[src/ccd_defines.svh]
`ifndef CCD_DEFINES_SVH
`define CCD_DEFINES_SVH
// register offsets
`define CCD_OFS_CAL 10'h018
`define CCD_OFS_ZD 10'h01E
`define CCD_OFS_STAT 10'h01F
`define CCD_OFS_DLY 10'h020
`define CCD_OFS_CH0 10'h190
`define CCD_CH_STRIDE 10'h003
`define CCD_OFS_PREDIV 10'h1E0
`define CCD_OFS_SRC 10'h1E1
// field positions
`define CCD_CAL_REQ_BIT 0
`define CCD_CAL_DIV_LSB 1
`define CCD_ZD_MODE_LSB 1
`define CCD_ZD_FBSEL_LSB 3
`define CCD_STAT_DONE_BIT 6
`define CCD_DLY_FB_LSB 3
`define CCD_CH_BYP_BIT 7
`define CCD_CH_START_BIT 4
`define CCD_CH_DCC_BIT 0
`define CCD_CH_DIRECT_BIT 1
// field values and reset values
`define CCD_ZD_INT 2'h1
`define CCD_ZD_EXT 2'h3
`define CCD_PREDIV_MAX 3'h5
`define CCD_PREDIV_RST 3'h1
`define CCD_MN_RST 4'h0
// timing counts
`define CCD_CAL_CYCLES 4400
`define CCD_DLY_TAPS 8
`endif

[src/ccd_pkg.sv]
package ccd_pkg;
    // channel divider states, gray along idle-high-low
    typedef enum logic [1:0] {
        DIV_IDLE = 2'h0,
        DIV_HIGH = 2'h1,
        DIV_LOW = 2'h3
    } ccd_div_e;
    // calibration controller states
    typedef enum logic [1:0] {
        CAL_IDLE = 2'h0,
        CAL_RUN = 2'h1,
        CAL_DONE = 2'h3
    } ccd_cal_e;
    // channel divider source select
    typedef enum logic [1:0] {
        SRC_EXT_PD = 2'h0,
        SRC_EXT_DIRECT = 2'h1,
        SRC_VCO_PD = 2'h2,
        SRC_ILLEGAL = 2'h3
    } ccd_src_e;
endpackage

[src/ccd_div_if.sv]
`timescale 1ns/1ps
interface ccd_div_if;
    logic tick;
    logic src_lvl;
    logic hold;
    logic [3:0] m;
    logic [3:0] n;
    logic [3:0] phase;
    logic bypass;
    logic static_byp;
    logic start_hi;
    logic dcc_dis;
    logic out;
    modport ctl (output tick, src_lvl, hold, m, n, phase, bypass, static_byp,
        start_hi, dcc_dis, input out);
    modport div (input tick, src_lvl, hold, m, n, phase, bypass, static_byp,
        start_hi, dcc_dis, output out);
endinterface

[src/ccd_chan_div.sv]
`timescale 1ns/1ps
module ccd_chan_div (
    input wire logic clk, // system clock
    input wire logic rstn, // async reset, active low
    ccd_div_if.div dif // configuration, ticks and output
);
    import ccd_pkg::*;
    ccd_div_e st_ff, nxt_st;
    logic [3:0] cnt_ff, nxt_cnt;
    logic ext_ff, nxt_ext;
    logic [4:0] d_m1;
    logic [3:0] plim;
    logic dcc_on;

    // divider sequencing on each pre-divided tick
    always_comb begin
        d_m1 = {1'b0, dif.n} + {1'b0, dif.m} + 5'h01;
        plim = ({1'b0, dif.phase} > d_m1) ? d_m1[3:0] : dif.phase;
        dcc_on = !dif.dcc_dis && ({1'b0, dif.m} == {1'b0, dif.n} + 5'h01);
        nxt_st = st_ff;
        nxt_cnt = cnt_ff;
        nxt_ext = ext_ff;
        if (dif.hold) begin
            nxt_st = DIV_IDLE;
            nxt_cnt = 4'h0;
            nxt_ext = 1'b0;
        end else if (dif.tick) begin
            nxt_ext = 1'b0;
            case (st_ff)
                DIV_IDLE: begin
                    // coarse delay counted in input cycles
                    if (cnt_ff == plim) begin
                        nxt_st = dif.start_hi ? DIV_HIGH : DIV_LOW;
                        nxt_cnt = 4'h0;
                    end else begin
                        nxt_cnt = cnt_ff + 4'h1;
                    end
                end
                DIV_HIGH: begin
                    if (cnt_ff == dif.n) begin
                        nxt_st = DIV_LOW;
                        nxt_cnt = 4'h0;
                        nxt_ext = dcc_on;
                    end else begin
                        nxt_cnt = cnt_ff + 4'h1;
                    end
                end
                DIV_LOW: begin
                    if (cnt_ff == dif.m) begin
                        nxt_st = DIV_HIGH;
                        nxt_cnt = 4'h0;
                    end else begin
                        nxt_cnt = cnt_ff + 4'h1;
                    end
                end
                default: begin
                    nxt_st = DIV_IDLE;
                    nxt_cnt = 4'h0;
                end
            endcase
        end
    end

    always_ff @(posedge clk or negedge rstn) begin
        if (!rstn) begin
            st_ff <= DIV_IDLE;
            cnt_ff <= 4'h0;
            ext_ff <= 1'b0;
        end else begin
            st_ff <= nxt_st;
            cnt_ff <= nxt_cnt;
            ext_ff <= nxt_ext;
        end
    end

    // half-cycle stretch only while the input is still high
    always_comb begin
        if (dif.bypass) begin
            dif.out = dif.static_byp ? 1'b0 : dif.src_lvl;
        end else begin
            dif.out = (st_ff == DIV_HIGH) | (ext_ff & dif.src_lvl);
        end
    end

    hi_len_a: assert property (@(posedge clk) disable iff (!rstn)
        (st_ff == DIV_HIGH && dif.tick && !dif.hold && cnt_ff == dif.n) |=> st_ff == DIV_LOW)
        else $error("high phase length wrong");
    lo_len_a: assert property (@(posedge clk) disable iff (!rstn)
        (st_ff == DIV_LOW && dif.tick && !dif.hold && cnt_ff != dif.m) |=> st_ff == DIV_LOW)
        else $error("low phase ended early");
    dcc_ext_a: assert property (@(posedge clk) disable iff (!rstn)
        (st_ff == DIV_HIGH && dif.tick && !dif.hold && cnt_ff == dif.n && dcc_on) |=> ext_ff)
        else $error("duty correction not applied");
    hold_idle_a: assert property (@(posedge clk) disable iff (!rstn)
        dif.hold |=> (st_ff == DIV_IDLE && cnt_ff == 4'h0))
        else $error("divider not parked under hold");
endmodule

[src/ccd_cal_ctrl.sv]
`timescale 1ns/1ps
`include "ccd_defines.svh"
module ccd_cal_ctrl #(
    parameter int CAL_CYCLES = `CCD_CAL_CYCLES // length in calibration clocks
) (
    input wire logic clk, // system clock
    input wire logic rstn, // async reset, active low
    input wire logic ref_tick, // phase compare clock tick
    input wire logic [1:0] div_sel, // calibration divisor code
    input wire logic req, // start pulse from software
    output logic busy, // calibration running
    output logic done // calibration finished
);
    import ccd_pkg::*;
    localparam int CW = $clog2(CAL_CYCLES + 1);
    ccd_cal_e st_ff, nxt_st;
    logic [3:0] cdiv_ff, nxt_cdiv;
    logic [CW-1:0] cnt_ff, nxt_cnt;
    logic [3:0] lim;
    logic cal_tick;

    // calibration clock is the compare tick divided by 2, 4, 8 or 16
    always_comb begin
        lim = 4'((5'h02 << div_sel) - 5'h01);
        cal_tick = ref_tick && (cdiv_ff == lim);
        nxt_cdiv = cdiv_ff;
        if (ref_tick) begin
            nxt_cdiv = cal_tick ? 4'h0 : cdiv_ff + 4'h1;
        end
        nxt_st = st_ff;
        nxt_cnt = cnt_ff;
        case (st_ff)
            CAL_IDLE, CAL_DONE: begin
                if (req) begin
                    nxt_st = CAL_RUN;
                    nxt_cnt = '0;
                    nxt_cdiv = 4'h0;
                end
            end
            CAL_RUN: begin
                // a request while running is ignored
                if (cal_tick) begin
                    if (cnt_ff == CW'(CAL_CYCLES - 1)) begin
                        nxt_st = CAL_DONE;
                    end else begin
                        nxt_cnt = cnt_ff + CW'(1);
                    end
                end
            end
            default: nxt_st = CAL_IDLE;
        endcase
    end

    always_ff @(posedge clk or negedge rstn) begin
        if (!rstn) begin
            st_ff <= CAL_IDLE;
            cdiv_ff <= 4'h0;
            cnt_ff <= '0;
        end else begin
            st_ff <= nxt_st;
            cdiv_ff <= nxt_cdiv;
            cnt_ff <= nxt_cnt;
        end
    end

    assign busy = (st_ff == CAL_RUN);
    assign done = (st_ff == CAL_DONE);

    cal_len_a: assert property (@(posedge clk) disable iff (!rstn)
        $rose(done) |-> $past(cnt_ff) == CW'(CAL_CYCLES - 1))
        else $error("calibration length wrong");
    no_auto_a: assert property (@(posedge clk) disable iff (!rstn)
        $rose(busy) |-> $past(req))
        else $error("calibration started without request");
    cal_release_a: assert property (@(posedge clk) disable iff (!rstn)
        $fell(busy) |-> done)
        else $error("hold released without completion");
    cal_clock_a: assert property (@(posedge clk) disable iff (!rstn)
        (busy && !cal_tick) |=> $stable(cnt_ff))
        else $error("count moved without calibration clock");
endmodule

[src/ccd_top.sv]
// The register offsets and the address-and-strobe port were chosen for this implementation.
`timescale 1ns/1ps
`include "ccd_defines.svh"
module ccd_top #(
    parameter int CAL_CYCLES = `CCD_CAL_CYCLES, // calibration length
    parameter int NCH = 4 // channel count
) (
    input wire logic clk, // system clock
    input wire logic rstn, // async reset, active low
    input wire logic [9:0] addr, // register address
    input wire logic [7:0] wdata, // write data
    input wire logic wr, // write strobe
    input wire logic rd, // read strobe
    output logic [7:0] rdata, // read data, cycle after rd
    input wire logic ref_tick, // phase compare clock tick
    input wire logic vco_lvl, // sampled vco level
    input wire logic ext_lvl, // sampled external clock input level
    output logic [NCH-1:0] chan_out, // channel clock outputs
    output logic hold_out, // distribution held by calibration
    output logic pfd_ref_out, // delayed reference tick to compare
    output logic pfd_fb_out // delayed feedback level to loop divider
);
    import ccd_pkg::*;

    // byte address of a channel's first register
    function automatic logic [9:0] ch_base(input int i);
        ch_base = `CCD_OFS_CH0 + 10'(i * 3);
    endfunction

    logic cal_bit_ff, nxt_cal_bit;
    logic cal_req_ff, nxt_cal_req;
    logic [1:0] cal_div_ff, nxt_cal_div;
    logic [1:0] zd_mode_ff, nxt_zd_mode;
    logic [1:0] fb_sel_ff, nxt_fb_sel;
    logic [2:0] ref_dly_ff, nxt_ref_dly;
    logic [2:0] fb_dly_ff, nxt_fb_dly;
    logic [NCH-1:0][3:0] m_ff, nxt_m;
    logic [NCH-1:0][3:0] n_ff, nxt_n;
    logic [NCH-1:0][3:0] phase_ff, nxt_phase;
    logic [NCH-1:0] byp_ff, nxt_byp;
    logic [NCH-1:0] start_ff, nxt_start;
    logic [NCH-1:0] dcc_dis_ff, nxt_dcc_dis;
    logic [NCH-1:0] direct_ff, nxt_direct;
    logic [2:0] prediv_ff, nxt_prediv;
    ccd_src_e src_ff, nxt_src;
    logic [7:0] rdata_ff, nxt_rdata;
    logic cal_busy, cal_done;

    // register writes; calibration request on a 0 to 1 write only
    always_comb begin
        nxt_cal_bit = cal_bit_ff;
        nxt_cal_req = 1'b0;
        nxt_cal_div = cal_div_ff;
        nxt_zd_mode = zd_mode_ff;
        nxt_fb_sel = fb_sel_ff;
        nxt_ref_dly = ref_dly_ff;
        nxt_fb_dly = fb_dly_ff;
        nxt_m = m_ff;
        nxt_n = n_ff;
        nxt_phase = phase_ff;
        nxt_byp = byp_ff;
        nxt_start = start_ff;
        nxt_dcc_dis = dcc_dis_ff;
        nxt_direct = direct_ff;
        nxt_prediv = prediv_ff;
        nxt_src = src_ff;
        if (wr) begin
            case (addr)
                `CCD_OFS_CAL: begin
                    nxt_cal_bit = wdata[`CCD_CAL_REQ_BIT];
                    nxt_cal_req = wdata[`CCD_CAL_REQ_BIT] & ~cal_bit_ff;
                    nxt_cal_div = wdata[`CCD_CAL_DIV_LSB +: 2];
                end
                `CCD_OFS_ZD: begin
                    nxt_zd_mode = wdata[`CCD_ZD_MODE_LSB +: 2];
                    nxt_fb_sel = wdata[`CCD_ZD_FBSEL_LSB +: 2];
                end
                `CCD_OFS_DLY: begin
                    nxt_ref_dly = wdata[2:0];
                    nxt_fb_dly = wdata[`CCD_DLY_FB_LSB +: 3];
                end
                `CCD_OFS_PREDIV: nxt_prediv = wdata[2:0];
                `CCD_OFS_SRC: nxt_src = ccd_src_e'(wdata[1:0]);
                default: ;
            endcase
            for (int i = 0; i < NCH; i++) begin
                if (addr == ch_base(i)) begin
                    nxt_m[i] = wdata[7:4];
                    nxt_n[i] = wdata[3:0];
                end
                if (addr == ch_base(i) + 10'h001) begin
                    nxt_byp[i] = wdata[`CCD_CH_BYP_BIT];
                    nxt_start[i] = wdata[`CCD_CH_START_BIT];
                    nxt_phase[i] = wdata[3:0];
                end
                if (addr == ch_base(i) + 10'h002) begin
                    nxt_dcc_dis[i] = wdata[`CCD_CH_DCC_BIT];
                    nxt_direct[i] = wdata[`CCD_CH_DIRECT_BIT];
                end
            end
        end
    end

    // read data valid only in the cycle after the strobe
    always_comb begin
        nxt_rdata = 8'h00;
        if (rd) begin
            case (addr)
                `CCD_OFS_CAL: nxt_rdata = {5'h00, cal_div_ff, cal_bit_ff};
                `CCD_OFS_ZD: nxt_rdata = {3'h0, fb_sel_ff, zd_mode_ff, 1'b0};
                `CCD_OFS_STAT: nxt_rdata = 8'(cal_done) << `CCD_STAT_DONE_BIT;
                `CCD_OFS_DLY: nxt_rdata = {2'h0, fb_dly_ff, ref_dly_ff};
                `CCD_OFS_PREDIV: nxt_rdata = {5'h00, prediv_ff};
                `CCD_OFS_SRC: nxt_rdata = {6'h00, src_ff};
                default: ;
            endcase
            for (int i = 0; i < NCH; i++) begin
                if (addr == ch_base(i)) begin
                    nxt_rdata = {m_ff[i], n_ff[i]};
                end
                if (addr == ch_base(i) + 10'h001) begin
                    nxt_rdata = {byp_ff[i], 2'h0, start_ff[i], phase_ff[i]};
                end
                if (addr == ch_base(i) + 10'h002) begin
                    nxt_rdata = {6'h00, direct_ff[i], dcc_dis_ff[i]};
                end
            end
        end
    end

    always_ff @(posedge clk or negedge rstn) begin
        if (!rstn) begin
            cal_bit_ff <= 1'b0;
            cal_req_ff <= 1'b0;
            cal_div_ff <= 2'h0;
            zd_mode_ff <= 2'h0;
            fb_sel_ff <= 2'h0;
            ref_dly_ff <= 3'h0;
            fb_dly_ff <= 3'h0;
            m_ff <= {NCH{`CCD_MN_RST}};
            n_ff <= {NCH{`CCD_MN_RST}};
            phase_ff <= '0;
            byp_ff <= '0;
            start_ff <= '0;
            dcc_dis_ff <= '0;
            direct_ff <= '0;
            prediv_ff <= `CCD_PREDIV_RST;
            src_ff <= SRC_VCO_PD;
            rdata_ff <= 8'h00;
        end else begin
            cal_bit_ff <= nxt_cal_bit;
            cal_req_ff <= nxt_cal_req;
            cal_div_ff <= nxt_cal_div;
            zd_mode_ff <= nxt_zd_mode;
            fb_sel_ff <= nxt_fb_sel;
            ref_dly_ff <= nxt_ref_dly;
            fb_dly_ff <= nxt_fb_dly;
            m_ff <= nxt_m;
            n_ff <= nxt_n;
            phase_ff <= nxt_phase;
            byp_ff <= nxt_byp;
            start_ff <= nxt_start;
            dcc_dis_ff <= nxt_dcc_dis;
            direct_ff <= nxt_direct;
            prediv_ff <= nxt_prediv;
            src_ff <= nxt_src;
            rdata_ff <= nxt_rdata;
        end
    end

    ccd_cal_ctrl #(.CAL_CYCLES(CAL_CYCLES)) u_cal (
        .clk(clk),
        .rstn(rstn),
        .ref_tick(ref_tick),
        .div_sel(cal_div_ff),
        .req(cal_req_ff),
        .busy(cal_busy),
        .done(cal_done)
    );

    logic src_now, src_prev_ff, nxt_src_prev, src_rise;
    logic [2:0] ratio, pd_cnt_ff, nxt_pd_cnt;
    logic tick_ff, nxt_tick, lvl_ff, nxt_lvl, static_byp;

    // source select and common pre-divider; reserved code yields no edges
    always_comb begin
        case (src_ff)
            SRC_EXT_PD, SRC_EXT_DIRECT: src_now = ext_lvl;
            SRC_VCO_PD: src_now = vco_lvl;
            default: src_now = 1'b0;
        endcase
        src_rise = src_now & ~src_prev_ff;
        nxt_src_prev = src_now;
        ratio = (prediv_ff > `CCD_PREDIV_MAX) ? 3'h0 : prediv_ff + 3'h1;
        static_byp = (src_ff != SRC_EXT_DIRECT) && (ratio == 3'h1);
        nxt_pd_cnt = pd_cnt_ff;
        nxt_tick = 1'b0;
        nxt_lvl = 1'b0;
        if (src_ff == SRC_EXT_DIRECT) begin
            nxt_pd_cnt = 3'h0;
            nxt_tick = src_rise;
            // one more cycle of lag so the high half opens each divider input cycle
            nxt_lvl = src_prev_ff;
        end else if (src_ff == SRC_ILLEGAL || ratio == 3'h0) begin
            nxt_pd_cnt = 3'h0;
        end else begin
            if (src_rise) begin
                nxt_pd_cnt = (pd_cnt_ff >= ratio - 3'h1) ? 3'h0 : pd_cnt_ff + 3'h1;
            end
            if (wr && addr == `CCD_OFS_PREDIV) begin
                nxt_pd_cnt = 3'h0; // restart so the count never exceeds a new ratio
            end
            nxt_tick = src_rise && (pd_cnt_ff == 3'h0);
            // high over the first half of each pre-divided cycle, for duty correction
            nxt_lvl = (ratio == 3'h1) ? src_prev_ff
                : ((pd_cnt_ff != 3'h0) && (pd_cnt_ff <= ((ratio + 3'h1) >> 1)));
        end
    end

    always_ff @(posedge clk or negedge rstn) begin
        if (!rstn) begin
            src_prev_ff <= 1'b0;
            pd_cnt_ff <= 3'h0;
            tick_ff <= 1'b0;
            lvl_ff <= 1'b0;
        end else begin
            src_prev_ff <= nxt_src_prev;
            pd_cnt_ff <= nxt_pd_cnt;
            tick_ff <= nxt_tick;
            lvl_ff <= nxt_lvl;
        end
    end

    // four dividers share one tick and one hold so they stay aligned
    logic [NCH-1:0] div_out;
    ccd_div_if dif[NCH] ();
    for (genvar g = 0; g < NCH; g++) begin : g_ch
        assign dif[g].tick = tick_ff;
        assign dif[g].src_lvl = lvl_ff;
        assign dif[g].hold = cal_busy;
        assign dif[g].m = m_ff[g];
        assign dif[g].n = n_ff[g];
        assign dif[g].phase = phase_ff[g];
        assign dif[g].bypass = byp_ff[g];
        assign dif[g].static_byp = static_byp;
        assign dif[g].start_hi = start_ff[g];
        assign dif[g].dcc_dis = dcc_dis_ff[g];
        assign div_out[g] = dif[g].out;
        ccd_chan_div u_div (
            .clk(clk),
            .rstn(rstn),
            .dif(dif[g].div)
        );
    end

    logic fb_lvl;
    logic [NCH-1:0] chan_ff, nxt_chan;
    logic hold_ff;
    logic [`CCD_DLY_TAPS-1:0] ref_sr_ff, nxt_ref_sr, fb_sr_ff, nxt_fb_sr;
    logic pfd_ref_ff, pfd_fb_ff, nxt_pfd_ref, nxt_pfd_fb;

    // output routing, feedback selection and loop path delays
    always_comb begin
        for (int i = 0; i < NCH; i++) begin
            if (direct_ff[i] && src_ff == SRC_VCO_PD) begin
                nxt_chan[i] = vco_lvl & ~cal_busy;
            end else begin
                nxt_chan[i] = div_out[i] & ~cal_busy;
            end
        end
        case (zd_mode_ff)
            `CCD_ZD_INT: fb_lvl = div_out[fb_sel_ff];
            `CCD_ZD_EXT: fb_lvl = ext_lvl;
            default: fb_lvl = vco_lvl;
        endcase
        nxt_ref_sr = {ref_sr_ff[`CCD_DLY_TAPS-2:0], ref_tick};
        nxt_fb_sr = {fb_sr_ff[`CCD_DLY_TAPS-2:0], fb_lvl};
        nxt_pfd_ref = ref_sr_ff[ref_dly_ff];
        nxt_pfd_fb = fb_sr_ff[fb_dly_ff];
    end

    always_ff @(posedge clk or negedge rstn) begin
        if (!rstn) begin
            chan_ff <= '0;
            hold_ff <= 1'b0;
            ref_sr_ff <= '0;
            fb_sr_ff <= '0;
            pfd_ref_ff <= 1'b0;
            pfd_fb_ff <= 1'b0;
        end else begin
            chan_ff <= nxt_chan;
            hold_ff <= cal_busy;
            ref_sr_ff <= nxt_ref_sr;
            fb_sr_ff <= nxt_fb_sr;
            pfd_ref_ff <= nxt_pfd_ref;
            pfd_fb_ff <= nxt_pfd_fb;
        end
    end

    assign rdata = rdata_ff;
    assign chan_out = chan_ff;
    assign hold_out = hold_ff;
    assign pfd_ref_out = pfd_ref_ff;
    assign pfd_fb_out = pfd_fb_ff;

    cal_hold_a: assert property (@(posedge clk) disable iff (!rstn)
        cal_busy |=> (hold_out && chan_out == '0))
        else $error("outputs not held during calibration");
    zd_int_a: assert property (@(posedge clk) disable iff (!rstn)
        zd_mode_ff == `CCD_ZD_INT |=> fb_sr_ff[0] == $past(div_out[fb_sel_ff]))
        else $error("internal feedback channel wrong");
    zd_ext_a: assert property (@(posedge clk) disable iff (!rstn)
        zd_mode_ff == `CCD_ZD_EXT |=> fb_sr_ff[0] == $past(ext_lvl))
        else $error("external feedback not taken");
    src_park_a: assert property (@(posedge clk) disable iff (!rstn)
        src_ff == SRC_ILLEGAL |=> (!tick_ff && !lvl_ff))
        else $error("reserved source not parked");
    vco_direct_a: assert property (@(posedge clk) disable iff (!rstn)
        (direct_ff[0] && src_ff == SRC_VCO_PD && !cal_busy) |=> chan_out[0] == $past(vco_lvl))
        else $error("direct vco path wrong");
    prediv_rng_a: assert property (@(posedge clk) disable iff (!rstn)
        (src_ff != SRC_EXT_DIRECT && ratio != 3'h0) |-> pd_cnt_ff < ratio)
        else $error("pre-divider count out of range");
endmodule

[config.mk]
export PLATFORM = sky130hd
export DESIGN_NAME = ccd_top
export DESIGN_NICKNAME = d
export VERILOG_FILES = /design/src/ccd_pkg.sv /design/src/ccd_div_if.sv /design/src/ccd_chan_div.sv /design/src/ccd_cal_ctrl.sv /design/src/ccd_top.sv
export VERILOG_INCLUDE_DIRS = /design/src
export SDC_FILE = /design/constraint.sdc
export NUM_CORES = 1
export LEC_CHECK = 0
export BUFFER_PORTS_ARGS = -buffer_cell sky130_fd_sc_hd__clkbuf_2
export CORE_MARGIN = 10
export CORE_UTILIZATION = 55
export DETAILED_ROUTE_END_ITERATION = 12
export PLACE_DENSITY = 0.82
export SLEW_MARGIN = 20
export SYNTH_ARGS = -nofsm -noshare
export SYNTH_HDL_FRONTEND = slang
export SYNTH_SLANG_ARGS = --single-unit
[constraint.sdc]
create_clock -name clk -period 10.5 [get_ports clk]
set_input_delay 1.05 -clock clk [delete_from_list [all_inputs] [get_ports clk]]
set_output_delay 1.05 -clock clk [all_outputs]
set_load 0.005 [all_outputs]
# Word level (Yosys, flattened, before mapping)
# Index checks and enable logic that the tools add are counted.
dict set report classes {
  add_sub_neg 23
  n_lt_le_gt_ge 10
  eq_ne 69
  shifts 1
  muxes 128
  bitwise 18
  n_reduce_logical 55
}
# op count
set ops {}
lappend ops {{== test 10 x 9 -> 1 bit (second input constant)} 14}
lappend ops {{2-to-1 mux 4 bit} 28}
lappend ops {{2-to-1 mux 8 bit} 13}
lappend ops {{2-to-1 mux 2 bit} 27}
lappend ops {{== test 4 bit} 13}
lappend ops {{case mux 4 bit (3 select lines)} 4}
lappend ops {{case mux 7 bit (6 select lines)} 1}
lappend ops {{2-to-1 mux 13 bit} 3}
lappend ops {{!= test 3 x 2 -> 1 bit (second input constant)} 12}
lappend ops {{2-to-1 mux 1 bit} 35}
lappend ops {{AND reduction 2 bit} 17}
lappend ops {{== test 10 x 5 -> 1 bit (second input constant)} 3}
lappend ops {{case mux 13 bit (2 select lines)} 1}
lappend ops {{case mux 2 bit (3 select lines)} 4}
lappend ops {{adder 4 x 1 -> 4 bit (second input constant)} 5}
lappend ops {{adder 4 x 1 -> 5 bit (second input constant)} 4}
lappend ops {{adder 4 x 4 -> 5 bit} 4}
lappend ops {{adder 5 x 1 -> 5 bit (second input constant)} 4}
lappend ops {{== test 4 x 5 -> 1 bit} 4}
lappend ops {{greater-than comparator 4 x 5 -> 1 bit} 4}
lappend ops {{AND reduction 4 bit} 5}
lappend ops {{2-to-1 mux 3 bit} 6}
lappend ops {{== test 2 bit (second input constant)} 8}
lappend ops {{== test 2 x 1 -> 1 bit (second input constant)} 7}
lappend ops {{other kinds (32)} 78}
dict set report totals {
  ff_bits 167
  input_bits 25
  out_inout_bits 15
  elab_cells 367
}

# Logic depth before layout (Yosys ltp)
dict set report depth {
  depth_word 15
  ltp_mapped 15
  ltp_nobuf 15
}

# Modules after synthesis
# From an unflattened synthesis, not the netlist that was laid out.
dict set report unflattened {
  cells_unflattened 1053
  hier_area_um2 10701.5
}
# module n_inst cells_per_inst area_each_um2 seq_area_each_um2
set by_module_without_submodules {}
lappend by_module_without_submodules {ccd_top 1 501 5844.4 3005.4}
lappend by_module_without_submodules {{ccd_chan_div (g_ch[0].u_div ...)} 2 109 950.9 175.2}
lappend by_module_without_submodules {{ccd_chan_div (g_ch[2].u_div ...)} 2 105 894.6 175.2}
lappend by_module_without_submodules {ccd_cal_ctrl 1 124 1166.1 475.5}

# Worst setup path after synthesis
# OpenSTA, ideal clock, no wires.
dict set report synth_timing {
  path_type {register to register}
  from {reg m_ff (netlist bit dif[2].m[1])}
  to {reg g_ch[2].u_div.st_ff[1]}
  setup_ps 132
  arrival_time_ps 3311
  t_required_ps 10368
  setup_slack_ps 7057
  stages_incl_launch_ff 15
  path_buffers 0
  period_less_slack_ps 3443
  cell_sequence {dfrtp_1 > ha_1 > nor2b_1 > o21a_1 > o21a_1 > or2_2 > ha_1 > o21a_1 > o31ai_1 > a2111oi_2 > or4b_1 > nand4_2 > o21ai_1 > mux2i_1 > nor2_1}
}
dict set report synth_between {
  elab_chain_len 7
  elab_cells_between_ends 9
  cone_classes {2 x add/sub; 1 x order compare; 4 x eq/ne; 1 x mux; 1 x reduce/logical}
}
# element line
set synth_rtl {}
lappend synth_rtl {{from (decl)} ccd_top.sv:37} ;# logic [NCH-1:0][3:0] m_ff, nxt_m;
lappend synth_rtl {{from (signal assigned)} ccd_top.sv:140} ;# m_ff <= {NCH{`CCD_MN_RST}};
lappend synth_rtl {{from (signal assigned)} ccd_top.sv:158} ;# m_ff <= nxt_m;
lappend synth_rtl {{adder 4 x 4 -> 5 bit} ccd_chan_div.sv:17} ;# d_m1 = {1'b0, dif.n} + {1'b0, dif.m} + 5'h01;
lappend synth_rtl {{adder 5 x 1 -> 5 bit} ccd_chan_div.sv:17}
lappend synth_rtl {{greater-than comparator 4 x 5 -> 1 bit} ccd_chan_div.sv:18} ;# plim = ({1'b0, dif.phase} > d_m1) ? d_m1[3:0] : dif.phase;
lappend synth_rtl {{2-to-1 mux 4 bit} ccd_chan_div.sv:18}
lappend synth_rtl {{== test 4 bit} ccd_chan_div.sv:32} ;# if (cnt_ff == plim) begin
lappend synth_rtl {{!= test 3 x 2 -> 1 bit (no line)} --}
lappend synth_rtl {{AND reduction 4 bit (no line) (*)} --}
lappend synth_rtl {{to (signal assigned)} ccd_chan_div.sv:70} ;# st_ff <= nxt_st;
lappend synth_rtl {{to (decl)} ccd_chan_div.sv:8} ;# ccd_div_e st_ff, nxt_st;
# Every way passes the cells marked *; elsewhere a longest branch is shown, timed or not.
# A chain may end at the register's enable or synchronous reset.

# Worst setup path after layout
dict set report layout_timing {
  from {reg n_ff (netlist bit dif[0].n[0])}
  to {reg g_ch[0].u_div.st_ff[1]}
}
dict set report layout_between {
  elab_chain_len 7
  elab_cells_between_ends 9
  cone_classes {2 x add/sub; 1 x order compare; 4 x eq/ne; 1 x mux; 1 x reduce/logical}
}
# element line
set layout_rtl {}
lappend layout_rtl {{from (decl)} ccd_top.sv:38} ;# logic [NCH-1:0][3:0] n_ff, nxt_n;
lappend layout_rtl {{from (signal assigned)} ccd_top.sv:141} ;# n_ff <= {NCH{`CCD_MN_RST}};
lappend layout_rtl {{from (signal assigned)} ccd_top.sv:159} ;# n_ff <= nxt_n;
lappend layout_rtl {{adder 4 x 4 -> 5 bit} ccd_chan_div.sv:17}
lappend layout_rtl {{adder 5 x 1 -> 5 bit} ccd_chan_div.sv:17}
lappend layout_rtl {{greater-than comparator 4 x 5 -> 1 bit} ccd_chan_div.sv:18}
lappend layout_rtl {{2-to-1 mux 4 bit} ccd_chan_div.sv:18}
lappend layout_rtl {{== test 4 bit} ccd_chan_div.sv:32}
lappend layout_rtl {{!= test 3 x 2 -> 1 bit (no line)} --}
lappend layout_rtl {{AND reduction 4 bit (no line) (*)} --}
lappend layout_rtl {{to (signal assigned)} ccd_chan_div.sv:70}
lappend layout_rtl {{to (decl)} ccd_chan_div.sv:8}
# Marks and branches as above.

==> metrics.json <==
{
  "yosys_top_cell_by_area": "dfrtp_1",
  "detail_route.vias_per_cell": 6.443,
  "final-hold-violation-count": 0,
  "postSynthNetCount": 1126,
  "tritoncts_num_sinks": 167,
  "area_inside_the_core_boundary_um2": 18580,
  "grt_max_degree": 65,
  "die_area_um2": 24670,
  "wl_per_cell_um": 20.97,
  "path_clk_slew_ps": 70,
  "detail_route.drc_violations": 0,
  "global_route.overflow_total": 0,
  "min-delay-path-class": "flop to flop",
  "fin_tns_setup_ps": 0,
  "endpoint_kind": "flop",
  "critPathSlowestCell": "or4_1",
  "synthTopCellsByArea": "dfrtp_1 40%, mux2_2 9.3%, ha_1 7.0%, xor2_1 4.7%, a21oi_1 3.6%",
  "criticalPathCategory": "flop to flop",
  "synth_enable_flop_cells": 0,
  "max-clock-path-buffers": 2,
  "cts.repair_timing.setup_buffer_count": 0,
  "syn_avg_cell_area_um2": 9.945,
  "arrival_ps": 4270,
  "clock_tree.htree_level_count": 4,
  "vias": 8427,
  "layout-drive-gt1-share_pct": 17.43,
  "critical_path.max_fanout": 5,
  "drt_wl_total_um": 27430,
  "final_cells": 1308,
  "holdBufCountCts": 0,
  "postRouteAntennaNets": 0,
  "synth.cell_area_um2": 10330,
  "synthesis.yosys.warnings": 0,
  "utilization_pct": 61.05,
  "fmax_mhz": 255.4,
  "clockRootBuffer": "clkbuf_16",
  "detailedRoute.firstIterationViolations": 968,
  "fp-row-count": 50,
  "number_of_instances_resized_during_post_cts_repair": 0,
  "slew_headroom_pct": 31.56,
  "power.static_leakage_nw": 5.382,
  "timing_worst_slew_pin_value_ps": 1025,
  "grt_setup_unrepaired": "no",
  "grt_antenna_before_repair": 1,
  "dp_hpwl_um": 19390,
  "seq_area_frac_synth_pct": 40.47,
  "post_synth_inst_count": 1039,
  "max_stage_delay_ps": 550,
  "design.final.nets": 1148,
  "first_global_vias": 8420,
  "die_width_um": 157.1,
  "ys_ff_latch": 167,
  "total_power_mw": 1.512,
  "synth_flop_cell": "dfrtp_1",
  "cp.required_ps": 10850,
  "critical_path_buffer_and_inverter_count": 2,
  "max_cap_viol": 0,
  "clock_tree_from_tritoncts": "built",
  "cts-buffers-inserted": 17,
  "layout_worst_path_cycle_share_pct": 37.29,
  "number_of_distinct_library_cells_after_synthesis": 74,
  "async_flop_share_pct": 100.0,
  "layout_min_cycle_time_ps": 3916,
  "clock_latency_ps": 430,
  "critical_path_s_top_delay_family": "adder cells",
  "area.growth.synth_to_final_pct": 9.785,
  "critical_path.cell_chain": "inv_1 -> ha_1 -> inv_1 -> fa_1 -> xnor2_1 -> ha_1 -> o21ai_1 -> a21oi_2 -> o221ai_2 -> mux2i_1 -> xnor2_1 -> or4_1 -> or3_1 -> a21oi_1",
  "num_io_pins": 40,
  "status": "complete, no violations",
  "finalMaxSlewViolations": 0,
  "nFillCells": 1435,
  "track_usage_pct": 22.74,
  "finalSetupViolCount": 0,
  "detailedRoute.firstPassIterationCount": 6,
  "synth.top_cell.area_share_pct": 39.96,
  "grt_pass1_wl_um": 44190,
  "start_util_pct": 55.61,
  "worst_setup_path_start_kind": "flop",
  "ir_worst_vdd_uv": 128.4,
  "routabilityCongestion": 1.026,
  "port-buffer-count": 39,
  "clock-skew-final_ps": 11.43,
  "die_h_um": 157.1,
  "dpl.cell_count": 1276,
  "power_density_nw_per_um2": 133.3
}
where the power goes:
| group | switching, mW | total, mW | internal (mW) |
|---|---|---|---|
| logic | 0.0886 | 0.144 | 0.0554 |
| clock network | 0.280 | 0.668 | 0.388 |
| registers | 0.0335 | 0.700 | 0.666 |
| total | 0.402 | 1.51 | 1.11 |
registers in the layout, summed over array words and instances, names as in the netlist, 8 cells and up:
name / flops
dif.m: 16
ref_sr_ff: 8
rdata: 8
u_cal.cnt_ff: 13
dif.phase: 16
g_ch.u_div.cnt_ff: 16
fb_sr_ff: 8
g_ch.u_div.st_ff: 8
dif.n: 16
layout by cell type, fill, tap and decap left out, types with 4 or more instances in the layout:
| cell type | count |
|---|---|
| nor3_1 | 18 |
| a22o_1 | 11 |
| o31ai_1 | 5 |
| nand3_1 | 30 |
| nor2b_1 | 15 |
| a31oi_1 | 6 |
| o21ai_1 | 4 |
| mux2_2 | 85 |
| mux2i_1 | 6 |
| clkbuf_16 | 17 |
| nor4_1 | 6 |
| nand4_1 | 6 |
| fa_1 | 4 |
| and3_1 | 9 |
| a22oi_1 | 9 |
| buf_4 | 6 |
| or4_1 | 6 |
| a41oi_1 | 6 |
| mux4_2 | 4 |
| o21ai_0 | 50 |
| o21a_1 | 5 |
| inv_6 | 6 |
| xor2_1 | 56 |
| a21oi_1 | 75 |
| or3_1 | 9 |
| xnor2_1 | 38 |
| nor2_1 | 66 |
| dfrtp_1 | 165 |
| o22ai_1 | 5 |
| nand2b_1 | 18 |
| clkbuf_2 | 38 |
| a21o_1 | 10 |
| a32o_1 | 7 |
| inv_1 | 62 |
| nand2_1 | 70 |
| ha_1 | 58 |
| a32oi_1 | 7 |
kinds of logic (layout without fill, tap and decap cells):
| family | Yosys count | after routing | share of synthesized area [%] |
|---|---|---|---|
| other cells | 0 | 1 | 0 |
| flops | 167 | 167 | 40.47 |
| simple gates | 281 | 281 | 13.99 |
| mux | 95 | 95 | 10.72 |
| compound gates | 235 | 235 | 14.99 |
| fa+ha+maj | 62 | 62 | 7.799 |
| xor+xnor | 95 | 95 | 8.126 |
| buf+inv | 104 | 138 | 3.911 |
cell type report:
cell class,count,area [µm²],share of cell area (%)
inverter,62,232.7,2.052
clock buffer,18,439.2,3.872
clock inverter,13,187.7,1.655
sequential,167,4182,36.86
multi-input combinational,768,5761,50.78
antenna,1,2.502,0.02206
tap,234,292.8,2.581
timing repair buffer,45,246.5,2.173
synth_stat cells, types with 15 or more instances:
| master | count |
|---|---|
| dfrtp_1 | 165 |
| mux2_2 | 85 |
| a21oi_1 | 75 |
| nand2_1 | 70 |
| nor2_1 | 67 |
| inv_1 | 62 |
| ha_1 | 58 |
| xor2_1 | 56 |
| o21ai_0 | 50 |
| xnor2_1 | 38 |
| clkbuf_1 | 30 |
| nand3_1 | 30 |
| nor3_1 | 19 |
| nand2b_1 | 18 |
| nor2b_1 | 15 |
worst paths after layout:
path	cells after the start	endpoint	from	slack, ps
max	14	g_ch[0].u_div.st_ff[1]	dif[0].n[0]	6580
min	0	ref_sr_ff[4]	ref_sr_ff[3]	380
max reg2reg	14	g_ch[0].u_div.st_ff[1]	dif[0].n[0]	6580
min reg2reg	0	ref_sr_ff[4]	ref_sr_ff[3]	380
max in group asynchronous	3	fb_sel_ff[0]	rstn	8140
min in group asynchronous	1	rdata[6]	rstn	590
metrics by stage:
stage                     hold slack, ps  area (µm²)  setup slack, ps
after floorplan                    348.8       10330             7057
after global placement             355.3       10710             6830
after detailed placement           361.1       10710             6716
after CTS                          377.7       11340             6654
after global routing               388.8       11340             6376
final                              376.4       11340             6584
worst reg2reg max path, cell delays in order (launching register included):
cell and delay [ps]:
dfrtp_1 430, inv_1 130, ha_1 230, inv_1 90, fa_1 440, xnor2_1 310, ha_1 310, o21ai_1 180
a21oi_2 60, o221ai_2 270, mux2i_1 260, xnor2_1 100, or4_1 550, or3_1 340, a21oi_1 150
routing by layer:
layer	up-vias	part of all wire [%]	GRT usage [%]
met5	-	0	0
li1	3769	-	-
met3	118	7.4	4.885
met4	0	5.1	13.13
met2	416	46	35.36
met1	4124	42	28.78
(Power assumes the default switching activity.)
